### config.mk
export PLATFORM = sky130hd
export DESIGN_NAME = byte_rotate_unit
export DESIGN_NICKNAME = d
export VERILOG_FILES = /design/src/core/rotate_pkg.sv /design/src/core/byte_rotate_unit.sv
export SDC_FILE = /design/constraint.sdc
export NUM_CORES = 1
export LEC_CHECK = 0
export BUFFER_PORTS_ARGS = -buffer_cell sky130_fd_sc_hd__buf_2
export CAP_MARGIN = 20
export CORE_ASPECT_RATIO = 1.2
export CORE_MARGIN = 2
export CORE_UTILIZATION = 40
export DETAILED_ROUTE_END_ITERATION = 8
export PLACE_DENSITY = 0.73
export SYNTH_ARGS = -nofsm -noshare
export SYNTH_HDL_FRONTEND = slang
export SYNTH_SLANG_ARGS = --single-unit
### constraint.sdc
create_clock -name clock -period 1.6 [get_ports clock]
set_input_delay 0.16 -clock clock [delete_from_list [all_inputs] [get_ports clock]]
set_output_delay 0.16 -clock clock [all_outputs]
set_load 0.01 [all_outputs]
### src/core/rotate_pkg.sv
package rotate_pkg;

  localparam int unsigned data_width = 8;
  localparam int unsigned msb_pos    = 7;
  localparam int unsigned lsb_pos    = 0;

  localparam logic [7:0] result_reset = 8'h00;
  localparam logic       carry_reset  = 1'b0;

  // Rotate operations
  typedef enum logic [2:0]
  {
    rotate_left_plain,
    rotate_left_thru_flag_mem,
    rotate_left_thru_flag_wreg,
    rotate_right_plain_mem,
    rotate_right_plain_wreg,
    rotate_right_thru_flag_mem,
    rotate_right_thru_flag_wreg,
    rotate_left_plain_wreg
  } rot_op_e;

  typedef enum logic
  {
    dest_memory,
    dest_working_register
  } dest_e;

endpackage
### src/core/byte_rotate_unit.sv
`timescale 1ns/1ns
// Summary of operation
// - Left through carry to memory: carry into bit 0, bit 7 to carry.
// - Left through carry to working register: same rotation, memory byte unchanged.
// - Plain right to memory: bit 0 wraps to bit 7, flags untouched.
// - Plain right to working register: wrap rotation, memory unchanged, flags untouched.
// - Right through carry to memory: carry into bit 7, bit 0 to carry.
// - Right through carry to working register: same rotation, memory unchanged.
// - Only through-carry variants change carry; no other flag changes.
// - Plain left: bit 7 wraps to bit 0, no flags, register form keeps memory.
module byte_rotate_unit
  import rotate_pkg::*;
(
  input  wire logic              clock,
  input  wire logic              sys_rst,
  input  wire logic              op_valid,
  input  wire rotate_pkg::rot_op_e op_code,
  input  wire logic [7:0]        operand,
  input  wire logic              carry_in,
  output logic [7:0]             result,
  output logic                   carry_out,
  output logic                   carry_write,
  output logic                   mem_write,
  output logic                   wreg_write,
  output logic                   done
);
  import rotate_pkg::*;

  typedef struct packed
  {
    logic [7:0] result;
    logic       carry_out;
    logic       carry_write;
    logic       mem_write;
    logic       wreg_write;
    logic       done;
  } state_s;

  state_s cur;
  state_s next_cur;

  // Left ring; bit 8 of the answer is the new carry
  function automatic logic [8:0] rotate_left9
  (
    input logic [7:0] value,
    input logic       cin,
    input logic       through_flag
  );
    logic [8:0] res;
    res = 9'h000;
    if (through_flag)
    begin
      res = {value[msb_pos], value[6:0], cin};
    end
    else
    begin
      // Plain form: carry passes through untouched
      res = {cin, value[6:0], value[msb_pos]};
    end
    return res;
  endfunction

  // Right ring; bit 8 of the answer is the new carry
  function automatic logic [8:0] rotate_right9
  (
    input logic [7:0] value,
    input logic       cin,
    input logic       through_flag
  );
    logic [8:0] res;
    res = 9'h000;
    if (through_flag)
    begin
      res = {value[lsb_pos], cin, value[7:1]};
    end
    else
    begin
      // Plain form: carry passes through untouched
      res = {cin, value[lsb_pos], value[7:1]};
    end
    return res;
  endfunction

  // Nine-bit rotate; through_flag puts carry in the ring
  function automatic logic [8:0] rotate9
  (
    input logic [7:0] value,
    input logic       cin,
    input logic       left,
    input logic       through_flag
  );
    logic [8:0] res;
    res = 9'h000;
    if (left)
    begin
      res = rotate_left9(value, cin, through_flag);
    end
    else
    begin
      res = rotate_right9(value, cin, through_flag);
    end
    return res;
  endfunction

  always_comb
  begin
    logic [8:0] rot;
    logic       left;
    logic       thru;
    logic       to_mem;
    rot    = 9'h000;
    left   = 1'b0;
    thru   = 1'b0;
    to_mem = 1'b0;
    next_cur = cur;
    next_cur.carry_write = 1'b0;
    next_cur.mem_write   = 1'b0;
    next_cur.wreg_write  = 1'b0;
    next_cur.done        = 1'b0;
    case (op_code)
      rotate_left_plain:
      begin
        left   = 1'b1;
        to_mem = 1'b1;
      end
      rotate_left_plain_wreg:
      begin
        left = 1'b1;
      end
      rotate_left_thru_flag_mem:
      begin
        left   = 1'b1;
        thru   = 1'b1;
        to_mem = 1'b1;
      end
      rotate_left_thru_flag_wreg:
      begin
        left = 1'b1;
        thru = 1'b1;
      end
      rotate_right_plain_mem:
      begin
        to_mem = 1'b1;
      end
      rotate_right_plain_wreg:
      begin
        to_mem = 1'b0;
      end
      rotate_right_thru_flag_mem:
      begin
        thru   = 1'b1;
        to_mem = 1'b1;
      end
      rotate_right_thru_flag_wreg:
      begin
        thru = 1'b1;
      end
      default:
      begin
        // Every code is decoded; kept for lint
        left = 1'b0;
      end
    endcase
    rot = rotate9(operand, carry_in, left, thru);
    if (op_valid)
    begin
      next_cur.result      = rot[7:0];
      // Plain rotates pass carry through unchanged and never strobe it
      next_cur.carry_out   = rot[8];
      next_cur.carry_write = thru;
      next_cur.mem_write   = to_mem;
      // Register forms never strobe memory so the byte stays intact
      next_cur.wreg_write  = ~to_mem;
      next_cur.done        = 1'b1;
    end
  end

  always_ff @(posedge clock)
  begin
    if (sys_rst)
    begin
      cur <= '{
        result:      result_reset,
        carry_out:   carry_reset,
        carry_write: 1'b0,
        mem_write:   1'b0,
        wreg_write:  1'b0,
        done:        1'b0
      };
    end
    else
    begin
      cur <= next_cur;
    end
  end

  assign result      = cur.result;
  assign carry_out   = cur.carry_out;
  assign carry_write = cur.carry_write;
  assign mem_write   = cur.mem_write;
  assign wreg_write  = cur.wreg_write;
  assign done        = cur.done;

endmodule

==> flow_summary_export.csv <==
group,metric,value,unit
global_route,grt_usage,13.6,%
global_route,grt-ovfl-total,0,
synthesis,yosysSeqAreaShare,38.8,%
power_and_ir_drop,total_power,700,uW
hold_path,hold_depth,2,
detailed_routing,drc_errors,0,
clock_tree,path_clk_slew,0.07,ns
hold_path,hold_end,"result[4]",
detailed_routing,via_per_inst,4.93,
clock_tree,worstSkewPairLatency,0.26,ns
finish,antenna_cells,0,
floorplanning,rows,16,
finish,final_cell_mix,"27 x buf_2, 13 x dfxtp_1, 10 x nor2_1, 9 x mux2i_1, 7 x a211oi_1",
placed_design,globalplace.congestion,0.743,
sta,fin_crit,0.923,ns
global_route,grt_max_degree,19,
global_route,grt_antenna_before_repair,0,
global_route,grt_pass1_vias,461,
finish,layout_commonest_cell,"buf_2",
synthesis,syn-cell-area,671,um2
sta,fin_crit_sh,57.7,%
clock_tree,post_cts_resized,0,
worst_setup_path,path_buf_inv,1,
sta,grt_setup_unrepaired,"false",
worst_setup_path,cp.required,1.74,ns
worst_setup_path,cp_max_fo,9,
placed_design,placed_cell_area,774,um2
synthesis,synth.distinct_cells,22,
synthesis,synth-seq-cells,13,
finish,final_area,801,um2
worst_setup_path,reg2reg_slack,0.90,ns
worst_setup_path,cp_num_cells,5,
clock_tree,cts.sinks,13,
detailed_routing,drt-total-wl,1190,um
clock_tree,tritoncts,"yes",
sta,tns,0,ns
finish,area_growth,19.4,%
clock_tree,cts_hold_buf,0,
hold_path,min_from,"sys_rst",
worst_setup_path,max_stage_delay,0.28,ns
synthesis,synthCells,68,
worst_setup_path,worstSetupPathType,"in -> reg",
sta,worst_pin_slew,0.291,ns
outcome,status,"finished, final reports clean",
floorplanning,die_height,48.9,um
detailed_routing,wl_per_cell,10.6,um
finish,nFillCells,180,
sta,fmax,1.08,GHz
job,cap_violations,0,
floorplanning,coreArea,1600,um2
clock_tree,clock-root-buffer,"clkbuf_4",
synthesis,synth.net_count,83,
floorplanning,dieArea,2020,um2
placed_design,port_buffers,27,
clock_tree,clockBufferDepth,2,
finish,fin_nets,110,
power_and_ir_drop,p_leak,0.000387,uW
clock_tree,numCtsBuffers,3,
sta,maxSlewViolCount,0,
detailed_routing,via_count,552,
detailed_routing,firstDrtPassIters,4,
worst_setup_path,endpoint_kind,"register",
global_route,grt_pass1_wl,1910,um
worst_setup_path,r2r-start,"result[0]",
floorplanning,pin_count,28,
worst_setup_path,worstRegToRegCells,2,
clock_tree,cts_setup_buffers,0,
sta,max_slew_margin,80.6,%
sta,skew,0,ns
detailed_routing,drtIter0Drc,8,
hold_path,min_path_type,"in -> reg",
worst_setup_path,critPathLaunchType,"input pin",
placed_design,dp_hpwl,960,um
detailed_routing,antenna_left,0,
floorplanning,die_w,41.4,um
synthesis,ys_warn_count,0,
synthesis,syn_avg_cell_area,9.86,um2
power_and_ir_drop,power_density,875,nW/um2
finish,drive_gt1_share,35.1,%
clock_tree,htreeDepth,1,
worst_setup_path,r2r_end,"result[0]",
worst_setup_path,worstPathCellList,"buf_2, nand2_4, xor2_4, mux2i_1, a211oi_1",
sta,setup_viol,0,
worst_setup_path,worstPathArrival,1.07,ns
sta,hold_violations,0,
floorplanning,start_util,41.9,%
power_and_ir_drop,max-vdd-ir-drop,0.435,mV
worst_setup_path,cpMaxStageDelayCell,"xor2_4",
worst_setup_path,critPathTopFamily,"XOR/XNOR gates",
## report_power, final
part	leakage, uW	switching (uW)	internal, uW
logic	0.000265	83.1	70.7
registers	0.000108	8.68	347
clock network	0.0000150	94.9	96.3
total	0.000387	187	514
## worst max-delay path by stage
stage,from,end,slack [ns]
2_1_floorplan,op_code[1],result[1],0.55
3_3_place_gp,op_code[1],result[4],0.41
3_5_place_dp,op_code[1],result[1],0.38
4_1_cts,op_code[1],result[1],0.68
5_1_grt,op_code[1],result[6],0.57
6_report,op_code[1],result[1],0.68
## worst register-to-register path: stages (launching register included)
cell	delay (ns)
dfxtp_1	0.33
nor2_1	0.04
a311oi_1	0.24
## area by class of cell
type                    instances  area [um2]  share of cell area [%]
clock buffers                   4        26.3                    3.28
inverters                       1        3.75                   0.469
multi-input cells              49         353                    44.1
flip-flops and latches         13         260                    32.5
well taps                      18        22.5                    2.81
repair buffers                 27         135                    16.9
## stage by stage
stage / cells / hold slack, ns / worst slack (ns) / util (%)
6_report: 112 / 0.178 / 0.677 / 50.0
5_1_grt: 112 / 0.177 / 0.572 / 50.0
4_1_cts: 112 / 0.175 / 0.675 / 50.0
3_5_place_dp: 108 / 0.461 / 0.384 / 48.4
3_3_place_gp: 108 / 0.459 / 0.409 / 48.4
2_1_floorplan: 68 / 0.343 / 0.550 / -
## Yosys cell counts (all sizes together)
master,instances,share of area (%)
a211o,1,1.3
a211oi,7,7.8
a221oi,1,1.3
a311oi,1,1.3
and2,1,0.93
buf,4,6.7
dfxtp,13,39
dlygate4sd1,1,1.3
inv,1,0.56
mux2,1,1.7
mux2i,9,13
nand2,4,3.4
nand2b,3,2.8
nand3b,1,1.1
nor2,10,5.6
nor2b,2,1.9
nor3,1,0.75
o21ai,4,3.0
o22ai,1,0.93
xor2,2,5.4
## flip-flops by register name, summed over array words and instances (netlist names)
name / count
mem_write: 1
carry_write: 1
result: 8
done: 1
carry_out: 1
wreg_write: 1
## layer usage
| layer | global-route usage, % | up-vias | share of wire [%] |
|---|---|---|---|
| met2 | 20.3 | 15 | 53 |
| met5 | 0 | - | 0 |
| met3 | 1.37 | 2 | 5.1 |
| li1 | - | 292 | - |
| met1 | 18.2 | 243 | 40 |
| met4 | 8.06 | 0 | 1.1 |
## cells by family after synthesis
logic type	share of synthesized area [%]
and+or+nand+nor	16.4
AOI/OAI and AO/OA	15.7
DFF	38.8
muxes	15.1
buffers and inverters	8.58
xor gates and xnor gates	5.41
(Power assumes the default switching activity.)
